## config.mk

```make
export PLATFORM = sky130hd
export DESIGN_NAME = ilpc_ctrl
export DESIGN_NICKNAME = d
export VERILOG_FILES = /design/src/ilpc_pkg.sv /design/src/ilpc_ctrl.sv /design/src/ilpc_pick.sv
export SDC_FILE = /design/constraint.sdc
export NUM_CORES = 1
export LEC_CHECK = 0
export BUFFER_PORTS_ARGS = -buffer_cell sky130_fd_sc_hd__buf_2
export CAP_MARGIN = 0
export CORE_MARGIN = 4
export CORE_UTILIZATION = 45
export CTS_CLUSTER_SIZE = 28
export DETAILED_ROUTE_END_ITERATION = 8
export GPL_TIMING_DRIVEN = 0
export PLACE_DENSITY = 0.73
export SLEW_MARGIN = 20
export SYNTH_ARGS = -nofsm -noshare
export SYNTH_HDL_FRONTEND = slang
export SYNTH_HIERARCHICAL = 1
export SYNTH_SLANG_ARGS = --single-unit
```

## constraint.sdc

```tcl
create_clock -name clk -period 34.9 [get_ports clk]
set_input_delay 10.47 -clock clk [delete_from_list [all_inputs] [get_ports clk]]
set_output_delay 10.47 -clock clk [all_outputs]
set_load 0.02 [all_outputs]
```

## src/ilpc_pkg.sv

```systemverilog
package ilpc_pkg;
  // ***********************************
  // Register map
  // ***********************************
  localparam logic [11:0] ADDR_LATCH_A  = 12'hFE0;
  localparam logic [11:0] ADDR_LATCH_B  = 12'hFE1;
  localparam logic [11:0] ADDR_LATCH_C  = 12'hFE2;
  localparam logic [11:0] ADDR_LATCH_D  = 12'hFE3;
  localparam logic [11:0] ADDR_ACC_LOW  = 12'h03A;
  localparam logic [11:0] ADDR_ACC_HIGH = 12'h03B;
  localparam logic [11:0] ADDR_ACC_EXT  = 12'h03C;
  localparam logic [11:0] ADDR_ACC_TOP  = 12'h03D;
  localparam logic [7:0]  LATCH_RESET   = 8'h00;
  localparam int          MASTER_BIT    = 0;
  // ***********************************
  // Sources
  // ***********************************
  localparam int          NUM_SOURCES   = 25;
  localparam int          LATCH_LO      = 3;
  localparam int          LATCH_HI      = 25;
  localparam int          WDT_BIT       = 3;
  localparam int          FIRST_MASK    = 4;
  // ***********************************
  // Vectors
  // ***********************************
  localparam logic [15:0] VEC_RESET     = 16'hFFFE;
  localparam logic [15:0] VEC_TRAP_TOP  = 16'hFFFC;
  localparam logic [15:0] VEC_TRAP_LOW  = 16'h01FC;
  localparam logic [15:0] VEC_WDT_TOP   = 16'hFFF8;
  localparam logic [15:0] VEC_WDT_LOW   = 16'h01F8;
  localparam logic [15:0] VEC_MASK_TOP  = 16'hFFF6;
  localparam logic [15:0] VEC_MASK_LOW  = 16'h01F6;
  localparam logic [15:0] VEC_OPT_LO    = 16'hFFFA;
  localparam logic [15:0] VEC_OPT_HI    = 16'hFFFB;
  localparam logic [4:0]  BASIC_RESET   = 5'h01;
  localparam logic [4:0]  BASIC_NMI     = 5'h02;
  localparam logic [4:0]  BASIC_FIRST   = 5'h05;
  localparam logic [4:0]  BASIC_LAST    = 5'h1A;
  localparam int          LEVEL_BITS    = 2;
  typedef enum logic [2:0] {
    ILPC_IDLE  = 3'b001,
    ILPC_OFFER = 3'b010,
    ILPC_SVC   = 3'b100
  } ilpc_state_type;
endpackage
```

## src/ilpc_ctrl.sv

```systemverilog
`timescale 1ns/1ns
`default_nettype none
module ilpc_ctrl #(
  parameter int NUM_MASK = 22
) (
  input  wire logic        clk,
  input  wire logic        rst_n,
  input  wire logic [11:0] bus_addr,
  input  wire logic [7:0]  bus_wdata,
  input  wire logic        bus_wr,
  input  wire logic        bus_rd,
  output logic [7:0]       bus_rdata,
  input  wire logic [25:4] mask_req,
  input  wire logic        watchdog_irq,
  input  wire logic        software_trap_irq,
  input  wire logic        bad_opcode_irq,
  input  wire logic        watchdog_output_select,
  input  wire logic        vector_area_select,
  input  wire logic        serial_boot_mode,
  input  wire logic [43:0] priority_level_regs,
  input  wire logic        disable_instr,
  input  wire logic        enable_instr,
  input  wire logic        return_from_irq,
  output logic             irq_accept,
  output logic [15:0]      irq_vector,
  output logic [4:0]       irq_source,
  input  wire logic        vector_ack,
  output logic             master_accept_flag
);
  // ***********************************
  // State
  // ***********************************
  logic [25:3]                 pending_latch;
  logic [25:3]                 next_pending_latch;
  logic [25:4]                 source_accept_flag;
  logic [25:4]                 next_source_accept_flag;
  logic                        next_master_accept_flag;
  logic [7:0]                  saved_flags;
  logic [7:0]                  next_saved_flags;
  logic [2:0]                  nest_depth;
  logic [2:0]                  next_nest_depth;
  logic                        trap_hold;
  logic                        next_trap_hold;
  ilpc_pkg::ilpc_state_type    state;
  ilpc_pkg::ilpc_state_type    next_state;
  logic [15:0]                 next_irq_vector;
  logic [4:0]                  next_irq_source;
  logic [7:0]                  next_bus_rdata;
  logic                        pick_any;
  logic [4:0]                  pick_idx;
  logic [25:4]                 mask_ok;

  // ***********************************
  // Vector helper
  // ***********************************
  function automatic logic [15:0] vec_of(input logic [4:0] src, input logic low_area);
    logic [15:0] base;
    begin
      base = low_area ? ilpc_pkg::VEC_MASK_LOW : ilpc_pkg::VEC_MASK_TOP;
      if (src == 5'h00) vec_of = low_area ? ilpc_pkg::VEC_TRAP_LOW : ilpc_pkg::VEC_TRAP_TOP;
      else if (src == 5'(ilpc_pkg::WDT_BIT))
        vec_of = low_area ? ilpc_pkg::VEC_WDT_LOW : ilpc_pkg::VEC_WDT_TOP;
      else vec_of = base - {10'h000, 5'(src - 5'(ilpc_pkg::FIRST_MASK)), 1'b0};
    end
  endfunction

  // Read byte of a latch group; unused bits read zero
  function automatic logic [7:0] latch_byte(input logic [11:0] a, input logic [25:3] pl);
    begin
      unique case (a)
        ilpc_pkg::ADDR_LATCH_A: latch_byte = {pl[7:3], 3'h0};
        ilpc_pkg::ADDR_LATCH_B: latch_byte = pl[15:8];
        ilpc_pkg::ADDR_LATCH_C: latch_byte = pl[23:16];
        ilpc_pkg::ADDR_LATCH_D: latch_byte = {6'h00, pl[25:24]};
        default:                latch_byte = 8'h00;
      endcase
    end
  endfunction

  // ***********************************
  // Arbitration: enabled maskable pending
  // ***********************************
  assign mask_ok = pending_latch[25:4] & source_accept_flag
                   & {NUM_MASK{master_accept_flag}};

  // Level ties fall to lowest index, i.e. best basic priority
  ilpc_pick #(
    .N(NUM_MASK)
  ) u_pick (
    .req  (mask_ok),
    .level(priority_level_regs),
    .any  (pick_any),
    .index(pick_idx)
  );

  // ***********************************
  // Next-state logic
  // ***********************************
  always_comb begin
    next_pending_latch      = pending_latch;
    next_source_accept_flag = source_accept_flag;
    next_master_accept_flag = master_accept_flag;
    next_saved_flags        = saved_flags;
    next_nest_depth         = nest_depth;
    next_trap_hold          = trap_hold | software_trap_irq | bad_opcode_irq;
    next_state              = state;
    next_irq_vector         = irq_vector;
    next_irq_source         = irq_source;
    next_bus_rdata          = bus_rdata;
    // Software clears first so that hardware sets below win
    if (bus_wr) begin
      unique case (bus_addr)
        ilpc_pkg::ADDR_LATCH_A: next_pending_latch[7:4] = pending_latch[7:4] & bus_wdata[7:4];
        ilpc_pkg::ADDR_LATCH_B: next_pending_latch[15:8] = pending_latch[15:8] & bus_wdata;
        ilpc_pkg::ADDR_LATCH_C: next_pending_latch[23:16] = pending_latch[23:16] & bus_wdata;
        ilpc_pkg::ADDR_LATCH_D: next_pending_latch[25:24] = pending_latch[25:24] & bus_wdata[1:0];
        ilpc_pkg::ADDR_ACC_LOW: begin
          next_source_accept_flag[7:4] = bus_wdata[7:4];
          next_master_accept_flag      = bus_wdata[ilpc_pkg::MASTER_BIT];
        end
        ilpc_pkg::ADDR_ACC_HIGH: next_source_accept_flag[15:8]  = bus_wdata;
        ilpc_pkg::ADDR_ACC_EXT:  next_source_accept_flag[23:16] = bus_wdata;
        ilpc_pkg::ADDR_ACC_TOP:  next_source_accept_flag[25:24] = bus_wdata[1:0];
        default: ;
      endcase
    end
    // Watchdog bit untouched by writes
    if (bus_rd) begin
      if (bus_addr == ilpc_pkg::ADDR_ACC_LOW)
        next_bus_rdata = {source_accept_flag[7:4], 3'h0, master_accept_flag};
      else if (bus_addr == ilpc_pkg::ADDR_ACC_HIGH) next_bus_rdata = source_accept_flag[15:8];
      else if (bus_addr == ilpc_pkg::ADDR_ACC_EXT)  next_bus_rdata = source_accept_flag[23:16];
      else if (bus_addr == ilpc_pkg::ADDR_ACC_TOP)
        next_bus_rdata = {6'h00, source_accept_flag[25:24]};
      else next_bus_rdata = latch_byte(bus_addr, pending_latch);
    end
    if (disable_instr) next_master_accept_flag = 1'b0;
    if (enable_instr)  next_master_accept_flag = 1'b1;
    // Return pops the stacked master flag for nesting
    if (return_from_irq && nest_depth != 3'h0) begin
      next_master_accept_flag = saved_flags[0];
      next_saved_flags        = {1'b0, saved_flags[7:1]};
      next_nest_depth         = nest_depth - 3'h1;
    end
    unique case (state)
      ilpc_pkg::ILPC_IDLE, ilpc_pkg::ILPC_SVC: begin
        // Unmaskable first: shared trap slot, then watchdog
        if (trap_hold) begin
          next_state      = ilpc_pkg::ILPC_OFFER;
          next_irq_source = 5'h00;
          next_irq_vector = vec_of(5'h00, vector_area_select);
          next_trap_hold  = software_trap_irq | bad_opcode_irq;
        end else if (pending_latch[ilpc_pkg::WDT_BIT]) begin
          next_state      = ilpc_pkg::ILPC_OFFER;
          next_irq_source = 5'(ilpc_pkg::WDT_BIT);
          next_irq_vector = vec_of(5'(ilpc_pkg::WDT_BIT), vector_area_select);
          next_pending_latch[ilpc_pkg::WDT_BIT] = 1'b0;
        end else if (pick_any) begin
          next_state      = ilpc_pkg::ILPC_OFFER;
          next_irq_source = pick_idx + 5'(ilpc_pkg::FIRST_MASK);
          next_irq_vector = vec_of(pick_idx + 5'(ilpc_pkg::FIRST_MASK), vector_area_select);
          next_pending_latch[pick_idx + 5'(ilpc_pkg::FIRST_MASK)] = 1'b0;
        end
        if (next_state == ilpc_pkg::ILPC_OFFER) begin
          // Push on top of a return popped in this same cycle
          next_saved_flags        = {next_saved_flags[6:0], next_master_accept_flag};
          next_master_accept_flag = 1'b0;
          next_nest_depth         = (next_nest_depth == 3'h7) ? next_nest_depth
                                    : next_nest_depth + 3'h1;
        end
      end
      ilpc_pkg::ILPC_OFFER: begin
        if (vector_ack) next_state = ilpc_pkg::ILPC_SVC;
      end
      default: next_state = ilpc_pkg::ILPC_IDLE;
    endcase
    // Hardware set wins over any clear
    next_pending_latch[25:4] = next_pending_latch[25:4] | mask_req;
    if (watchdog_irq && !watchdog_output_select)
      next_pending_latch[ilpc_pkg::WDT_BIT] = 1'b1;
  end

  // ***********************************
  // Registers
  // ***********************************
  always_ff @(posedge clk or negedge rst_n) begin
    if (!rst_n) begin
      pending_latch      <= '0;
      source_accept_flag <= '0;
      master_accept_flag <= 1'b0;
      saved_flags        <= 8'h00;
      nest_depth         <= 3'h0;
      trap_hold          <= 1'b0;
      state              <= ilpc_pkg::ILPC_IDLE;
      irq_vector         <= ilpc_pkg::VEC_RESET;
      irq_source         <= 5'h00;
      bus_rdata          <= 8'h00;
    end else begin
      pending_latch      <= next_pending_latch;
      source_accept_flag <= next_source_accept_flag;
      master_accept_flag <= next_master_accept_flag;
      saved_flags        <= next_saved_flags;
      nest_depth         <= next_nest_depth;
      trap_hold          <= next_trap_hold;
      state              <= next_state;
      irq_vector         <= next_irq_vector;
      irq_source         <= next_irq_source;
      bus_rdata          <= next_bus_rdata;
    end
  end

  // Accept stands while vector is offered; in serial boot mode boot option vectors are never offered
  assign irq_accept = (state == ilpc_pkg::ILPC_OFFER) && !(serial_boot_mode &&
                      (irq_vector == ilpc_pkg::VEC_OPT_LO ||
                       irq_vector == ilpc_pkg::VEC_OPT_HI));
endmodule
`default_nettype wire

```

## src/ilpc_pick.sv

```systemverilog
`timescale 1ns/1ns
`default_nettype none
module ilpc_pick #(
  parameter int N = 22
) (
  input  wire logic [N-1:0]   req,
  input  wire logic [2*N-1:0] level,
  output logic                any,
  output logic [4:0]          index
);
  // ***********************************
  // Highest level wins, lower index breaks ties
  // ***********************************
  logic [1:0] best;
  always_comb begin
    any   = 1'b0;
    index = 5'h00;
    best  = 2'h0;
    for (int i = N - 1; i >= 0; i--) begin // Reverse scan keeps lowest index on tie
      if (req[i] && (!any || level[2*i +: 2] >= best)) begin
        any   = 1'b1;
        index = 5'(i);
        best  = level[2*i +: 2];
      end
    end
  end
endmodule
`default_nettype wire

```

* Word level (Yosys, flattened, before mapping) *
Index checks and enable logic that the tools add are counted.

cells by class
  add/sub/neg operators = 5
  magnitude comparators = 23
  equal/unequal tests = 18
  mux-type cells = 116
  bitwise logic cells = 12
  reductions and logical operators = 82

operator list
  kind                                            number
  2-to-1 mux 16 bit                               8
  2-to-1 mux 5 bit                                25
  2-to-1 mux 8 bit                                9
  2-to-1 mux 23 bit                               3
  == test 12 bit, second input constant           4
  == test 12 x 6 -> 1 bit, second input constant  4
  AND 22 bit                                      2
  2-to-1 mux 2 bit                                22
  2-to-1 mux 22 bit                               2
  >= comparator 2 bit                             21
  2-to-1 mux 1 bit                                34
  == test 16 bit, second input constant           2
  one-hot mux 8 bit (4 select lines)              1
  2-to-1 mux 3 bit                                9
  logical AND 1 bit                               26
  AND 23 bit                                      1
  logical NOT 1 bit                               23
  NOT 23 bit                                      1
  logical OR 1 bit                                22
  OR 22 bit                                       1
  AND 8 bit                                       2
  subtractor 16 x 6 -> 16 bit                     1
  AND reduction 2 bit                             6
  == test 3 x 2 -> 1 bit, second input constant   2
  other kinds (21)                                25

word-level totals
  register bits = 90
  input port bits = 100
  output and inout port bits = 31
  logic and storage cells = 270

* Logic depth before layout (Yosys ltp) *
Gate-level depths: netlist of run 1.

  depth after elaboration = 99
  depth in mapped cells = 147
  depth with buffers taken out = 146

* Hierarchy *
The synthesis of run 1 kept the hierarchy.

modules (own cells, without submodules)
  module     times used  cells each  area each (um2)  sequential area each (um2)
  ilpc_ctrl  1           445         4,403.0          2,037.0
  ilpc_pick  1           301         2,015.7          0.0

* Worst setup path before layout of run 1 *
Ideal clock, no wire load.

  path kind = input to register
  start = input priority_level_regs[42]
  end = register pending_latch[19] in the netlist's numbering
  library setup time = 0.120 ns
  arrival time = 36.286 ns
  data required time = 34.780 ns
  setup slack = -1.506 ns
  stages on the path = 139
  path buffers = 1
  cell sequence = and2_1 -> ha_1 -> nor2b_1 -> o2bb2ai_2 -> mux2_2 -> ha_1 -> or3b_2 -> o221ai_1 -> mux2_2 -> ha_1 -> nand2b_1 -> a221oi_4 -> nor2_1 -> a21o_1 -> ha_1 -> nand2b_1 -> a211oi_1 -> nor2_1 -> (+103 left out) -> nand2b_1 -> a21oi_1 -> nand2_1 -> nand2_1 -> inv_1 -> a22o_1 -> ha_1 -> nand2b_1 -> a21oi_1 -> o21ai_0 -> nand2_1 -> nand4_1 -> nor4_1 -> ha_1 -> clkbuf_1 -> nor4b_1 -> nand3_1 -> a31o_1

on the way
  cells in the longest elaborated chain, start to end = 97
  elaborated cells between the ends (all ways) = 159
  classes of those cells = 1 x add/sub; 23 x order compare; 69 x mux; 3 x bitwise; 63 x reduce/logical

RTL lines
  item                                                      RTL line          text
  start: declaration                                        ilpc_ctrl.sv:20   input wire logic [43:0] priority_level_regs,
  2-to-1 mux 2 bit (*)                                      ilpc_pick.sv:20   if (req[i] && (!any || level[2*i +: 2] >= best)) begin
  >= comparator 2 bit                                       ilpc_pick.sv:20
  logical OR 1 bit                                          ilpc_pick.sv:20
  logical AND 1 bit                                         ilpc_pick.sv:20
  2-to-1 mux 2 bit or 2-to-1 mux 1 bit (tied branches)      ilpc_pick.sv:20
  >= comparator 2 bit or logical NOT 1 bit (tied branches)  ilpc_pick.sv:20
  logical OR 1 bit                                          ilpc_pick.sv:20
  logical AND 1 bit                                         ilpc_pick.sv:20
  (+77 left out)                                            n/a
  named net pick_idx[3]                                     ilpc_ctrl.sv:50   logic [4:0] pick_idx;
  (+5 left out)                                             n/a
  NOT 23 bit (no source line) (*)                           n/a
  AND 23 bit (no source line) (*)                           n/a
  2-to-1 mux 23 bit (*)                                     ilpc_ctrl.sv:158  end else if (pick_any) begin
  2-to-1 mux 22 bit (*)                                     ilpc_ctrl.sv:153  end else if (pending_latch[ilpc_pkg::WDT_BIT]) begin
  2-to-1 mux 23 bit (*)                                     ilpc_ctrl.sv:148  if (trap_hold) begin
  2-to-1 mux 23 bit (*)                                     ilpc_ctrl.sv:145  unique case (state)
  OR 22 bit (*)                                             ilpc_ctrl.sv:178  next_pending_latch[25:4] = next_pending_latch[25:4] | mask_req;
  named net next_pending_latch (one bit)                    ilpc_ctrl.sv:34   logic [25:3] next_pending_latch;
  end signal: assignment                                    ilpc_ctrl.sv:199  pending_latch <= next_pending_latch;
  end: declaration                                          ilpc_ctrl.sv:33   logic [25:3] pending_latch;

The timed path passes the listed nets; every way through them passes the cells marked *. The select of a mux whose other input is x is not followed.
A chain may end at the register's enable or synchronous reset.

* Worst setup path in the final report of run 1 *
  start = input priority_level_regs[42]
  end = register pending_latch[20] in the netlist's numbering

The elaborated chain is that of the path after synthesis.

==> results of run 1 <==
cells by family after synthesis:
| group | Yosys count | synth area share, % |
|---|---|---|
| flip-flops | 81 | 31.7 |
| adder cells (fa/ha/maj) | 35 | 6.71 |
| buffers and inverters | 73 | 4.93 |
| AO/OA/AOI/OAI | 189 | 22.2 |
| AND/OR/NAND/NOR | 317 | 26.1 |
| multiplexers | 43 | 7.45 |
| XOR/XNOR | 6 | 0.819 |
| other | 2 | 0.117 |
per-layer routing:
| layer | up-vias | track usage, % |
|---|---|---|
| li1 | 3170 | - |
| met1 | 3293 | 31.5 |
| met5 | - | 0 |
| met2 | 281 | 40.6 |
| met3 | 61 | 4.31 |
| met4 | 4 | 9.59 |
path summary, 6_finish.rpt:
check                                                    to                    startpoint  slack [ns]  depth (start not counted)
min in group asynchronous          saved_flags[3]$_DFF_PN0_                         rst_n       10.08                          1
worst min register to register    irq_source[4]$_DFFE_PN0P_     irq_source[4]$_DFFE_PN0P_        0.48                          1
worst max-delay path            pending_latch[20]$_DFF_PN0_       priority_level_regs[42]       -0.24                        142
worst min-delay path              irq_source[4]$_DFFE_PN0P_     irq_source[4]$_DFFE_PN0P_        0.48                          1
max in group asynchronous       pending_latch[15]$_DFF_PN0_                         rst_n       24.23                          2
worst max register to register  pending_latch[20]$_DFF_PN0_  master_accept_flag$_DFF_PN0_        8.85                        141
registers in the layout, summed over array words and instances, names as in the netlist:
register and flops:
pending_latch 23, state 3, nest_depth 3, master_accept_flag 1, source_accept_flag 22, saved_flags 8, trap_hold 1, irq_vector 7
bus_rdata 8, irq_source 5
final cells by class:
class / count / area, um2 / share of cell area, %
Tap cell: 180 / 225 / 2.46
Inverter: 44 / 168 / 1.83
Sequential cell: 81 / 2040 / 22.2
Multi-Input combinational cell: 593 / 5020 / 54.8
Clock inverter: 7 / 93.8 / 1.02
Antenna cell: 1 / 2.50 / 0.0273
Timing Repair Buffer: 199 / 1240 / 13.6
Clock buffer: 9 / 225 / 2.46
Buffer: 28 / 154 / 1.68
cells in the final DEF, fill, tap and decap left out, drive strengths merged, types with 7 or more instances in the layout:
master	netlist	routed
mux2	32	32
and2	8	8
nand3	21	21
or2	7	7
nor2	53	53
nand2b	24	24
ha	32	32
nand2	91	91
nor2b	19	19
a311oi	8	8
a21o	19	19
inv	44	45
a21oi	24	24
nor3	15	15
a31o	15	15
a31oi	7	7
nor4	10	10
a22oi	15	15
dfrtp	73	73
mux2i	11	11
dfstp	8	8
nand4	16	16
o21a	8	8
o31ai	7	7
and3	28	28
buf	11	211
o22ai	11	11
clkbuf	18	25
o21ai	35	35
worst max-delay path, delay by kind of cell:
family	cells	cell delay, ns
and+or+nand+nor	52	6.91
muxes	5	1.67
buffers and inverters	9	0.97
AOI/OAI and AO/OA	50	8.74
xor gates and xnor gates	1	0.10
adders and majority gates	25	6.46
stage by stage:
step	instances	TNS, ns	util [%]	power (uW)
floorplan	747	0	-	187
global placement	1052	-69.73	54.6	217
detailed placement	1053	-82.35	54.8	221
CTS	1109	0	60.2	324
global route	1141	-35.79	65.8	349
finish	1142	-4.08	65.8	329
report_power, final:
part / switching [uW] / internal (uW) / total (uW)
clock: 40.2 / 62.7 / 103
combinational: 62.8 / 44.5 / 107
sequential: 11.9 / 107 / 119
total: 115 / 214 / 329
what timing repair did:
item	in CTS	in global routing
setup buffers	40	33
hold buffers	0	0
endpoints found under the setup margin	33	33
resized for setup	26	102
pin swaps	41	100
==> impl_metrics.tcl, run 1 <==
set metrics [dict create \
    wl_met1_um 8660 \
    cpMaxStageDelayCell "o311ai_4" \
    yosysTopAreaCell "dfrtp_1" \
    period_minus_slack_ns 35.14 \
    wl_met2_um 10500 \
    violations "negative setup slack" \
    pre_cts_ws_ns -2.78 \
    drive_gt1_share_pct 43.6 \
    core_area_mm2 0.0139 \
    synth_edf_count 0 \
    synthArstFlopShare_pct 100 \
    die_x_um 127 \
    ant_nets 0 \
    drtIter0Drc 387 \
    gp_congestion 0.924 \
    setup_viol 26 \
    wire_per_inst_um 18.8 \
    area_growth_pct 42.9 \
    cts_root_buffer "clkbuf_16" \
    yosys_warnings 6 \
    cp-start-kind "input pin" \
    leakage_uw 0.00419 \
    path_class "in -> reg" \
    powerDensity_mw_per_mm2 35.9 \
    peakVddDrop_mv 0.0376 \
    cp_max_fo 6 \
    die-area_mm2 0.0162 \
    drc_errors 0 \
    grt_pass1_vias 6468 \
    antenna_found_initial 2 \
    drv_cap 0 \
    portBuffers 125 \
    ys_ff_latch 81 \
    grt_max_degree 48 \
    wl_met3_um 1440 \
    ys.flop_type "dfrtp_1" \
    synthTopCellsByArea "dfrtp_1, ha_1, mux2_2" \
    htree_levels 3 \
    io_pins 131 \
    via_count 6809 \
    synth_area_mm2 0.00642 \
    yosysMostFrequentCell "nand2_1" \
    grt_pass1_wl_um 32000 \
    fillers 1111 \
    required_ns 35.13 \
    routed.top_layer "met5" \
    synth-seq-area-share_pct 31.7 \
    worst_slew_pin_slew_ns 0.713 \
    cts_max_path_buffers 2 \
    finalCritPeriodShare_pct 101 \
    crit_arrival_ns 35.38 \
    grt.overflow.total 0 \
    yosys.cell_types.count 83 \
    skew_ns 0.00576 \
    dpl.hpwl_um 15300 \
    status "finished with violations" \
    yosys.area.top_type_share_pct 28.5 \
    whs_ns 0.477 \
    syn-instance-count 746 \
    drt_first_pass_iters 7 \
    vias_per_cell 5.96 \
    fin_nets 1088 \
    die_y_um 127 \
    wl_um 21400 \
    rows 43 \
    placed_cell_area_mm2 0.00763 \
    timing.slew.headroom_pct 52.0 \
    path_clk_slew_ns 0.07 \
    clk_latency_ns 0.34 \
    cts_buffers 9 \
    final_area_mm2 0.00917 \
    rsz0062_at_grt "true" \
    fmax_ghz 0.0285 \
    cpMostUsedCell "nand2b_4" \
    cpPeakStageDelay_ns 0.45 \
    grtUsageTotal_pct 24.4 \
    hold_viol_final 0 \
    hold_class "reg -> reg" \
    start_util_pct 46.1 \
    slew_viol_final 0 \
    synth_commonest_cells "nand2_1, dfrtp_1, nor2_1" \
    finalWorstSetupSlack_ns -0.244 \
    cp-end-kind "register" \
    tritoncts "done" \
    syn_avg_cell_area_um2 8.60 \
    cts.sinks 81 \
]
Power figures use the tool's default switching activity.
==> run 2: changes to the inputs <==
Settings changed: SKIP_LAST_GASP from default to 1.
==> impl_metrics.tcl, run 2 (synthesis gave the netlist of run 1 again) <==
set metrics [dict create \
    wire_per_inst_um 18.7 \
    pre_cts_ws_ns -2.78 \
    final_area_mm2 0.00917 \
    htree_levels 3 \
    power.share.clock_pct 31.2 \
    drc_errors 0 \
    largest_reg_flops 23 \
    period_minus_slack_ns 35.15 \
    worst_slew_pin_slew_ns 0.718 \
    cp-end-kind "register" \
    violations "negative setup slack" \
    vias_per_cell 5.99 \
    path_clk_slew_ns 0.06 \
    area_growth_pct 42.9 \
    skew_ns 0.00577 \
    peakVddDrop_mv 0.0375 \
    tritoncts "done" \
    required_ns 35.14 \
    internal-power_uw 214 \
    fin_nets 1088 \
    hold_class "reg -> reg" \
    io_pins 131 \
    die-area_mm2 0.0162 \
    die_y_um 127 \
    portBuffers 125 \
    placed_cell_area_mm2 0.00763 \
    placed_cells_incl_taps 1053 \
    start_util_pct 46.1 \
    cp-start-kind "input pin" \
    clk_latency_ns 0.34 \
    dpl.hpwl_um 15300 \
    ctsHoldBuffers 0 \
    wl_um 21400 \
    finalWorstSetupSlack_ns -0.248 \
    path_buf_inv 9 \
    hold_viol_final 0 \
    grt_max_degree 48 \
    grt.overflow.total 0 \
    timing.slew.headroom_pct 51.7 \
    drive_gt1_share_pct 43.6 \
    seqCellArea_mm2 0.00204 \
    fillers 1111 \
    grt_pass1_wl_um 32000 \
    status "finished with violations" \
    die_x_um 127 \
    powerDensity_mw_per_mm2 35.9 \
    cpMostUsedCell "nand2b_4" \
    ant_nets 0 \
    grtUsageTotal_pct 24.4 \
    cts_buffers 9 \
    crit_arrival_ns 35.38 \
    final_common_cell "buf_2" \
    antenna_found_initial 2 \
    critical-path-top-delay-family "compound AO/OA/AOI/OAI gates" \
    min_from "irq_source[4]$_DFFE_PN0P_" \
    drtIter0Drc 409 \
    gp_congestion 0.924 \
    r2r_start "master_accept_flag$_DFF_PN0_" \
    biggestRegsByFlops "pending_latch (23), source_accept_flag (22)" \
    cts.sinks 81 \
    via_count 6841 \
    power_frac_comb_pct 32.6 \
    whs_ns 0.477 \
    cpPeakStageDelay_ns 0.45 \
    cpMaxStageDelayCell "o311ai_4" \
    rsz0062_at_grt "true" \
    setup_viol 26 \
    finalNonFillerCells 1142 \
    netSwitchingPower_uw 115 \
    final_cell_mix "buf_2, buf_4, nand2_1" \
    switching_share_pct 34.9 \
    largest_register "pending_latch" \
    slew_viol_final 0 \
    drt_first_pass_iters 7 \
    fmax_ghz 0.0285 \
    cts_root_buffer "clkbuf_16" \
    leakage_uw 0.00419 \
    cp-startpoint "priority_level_regs[42]" \
    grt_pass1_vias 6468 \
    multi_input_area_mm2 0.00502 \
    rows 43 \
    path_class "in -> reg" \
    finalCritPeriodShare_pct 101 \
    core_area_mm2 0.0139 \
    drv_cap 0 \
    cp_max_fo 6 \
    p_seq_share_pct 36.2 \
    cts_max_path_buffers 2 \
]
[run 2: cell count changes in the layout (fill, tap and decap cells not counted)]
cell / before / now
buf_4: 79 / 78
clkbuf_4: 0 / 1
[run 2: final timing paths]
path | end | slack, ns | depth (start not counted)
setup / recovery | pending_latch[20]$_DFF_PN0_ | -0.25 | 142
hold / removal | irq_source[4]$_DFFE_PN0P_ | 0.48 | 1
setup reg to reg | pending_latch[20]$_DFF_PN0_ | 8.86 | 141
hold reg to reg | irq_source[4]$_DFFE_PN0P_ | 0.48 | 1
max in group asynchronous | pending_latch[4]$_DFF_PN0_ | 24.23 | 2
min in group asynchronous | saved_flags[5]$_DFF_PN0_ | 10.08 | 1
[run 2: cell type report]
class	count	area share, %
multi-input cells	593	54.8
clock inverters	7	1.02
clock buffers	9	2.46
diodes	1	0.0273
well taps	180	2.46
flip-flops and latches	81	22.2
repair buffers	199	13.6
inverters	44	1.83
plain buffers	28	1.68
[run 2: power by group through the flow]
stage               logic [uW]  clock network [uW]  registers, uW
floorplan                 66.2                   0            120
global placement          97.4                   0            120
detailed placement         100                   0            120
CTS                        102                 103            119
global route               120                 108            121
finish                     107                 103            119
[run 2: metal layers]
layer  up-vias  share of wire (%)  track usage, %
met5         -               0.11               0
met4         4                3.8            9.59
met3        65                6.7            4.31
met2       271                 49            40.6
met1      3341                 40            31.5
li1       3160                  -               -
[run 2: timing repair]
| action | in CTS | in global routing |
|---|---|---|
| endpoints found under the setup margin | 33 | 33 |
| setup buffers | 40 | 33 |
| gates cloned | 0 | 0 |
| resized for setup | 26 | 101 |
| pin swaps | 41 | 100 |
[run 2: per-stage QoR]
step	power (uW)	TNS (ns)	utilization, %
floorplan	187	0	-
global placement	217	-69.73	54.6
detailed placement	221	-82.35	54.8
CTS	324	0	60.2
global route	349	-35.85	65.8
finish	329	-4.22	65.8
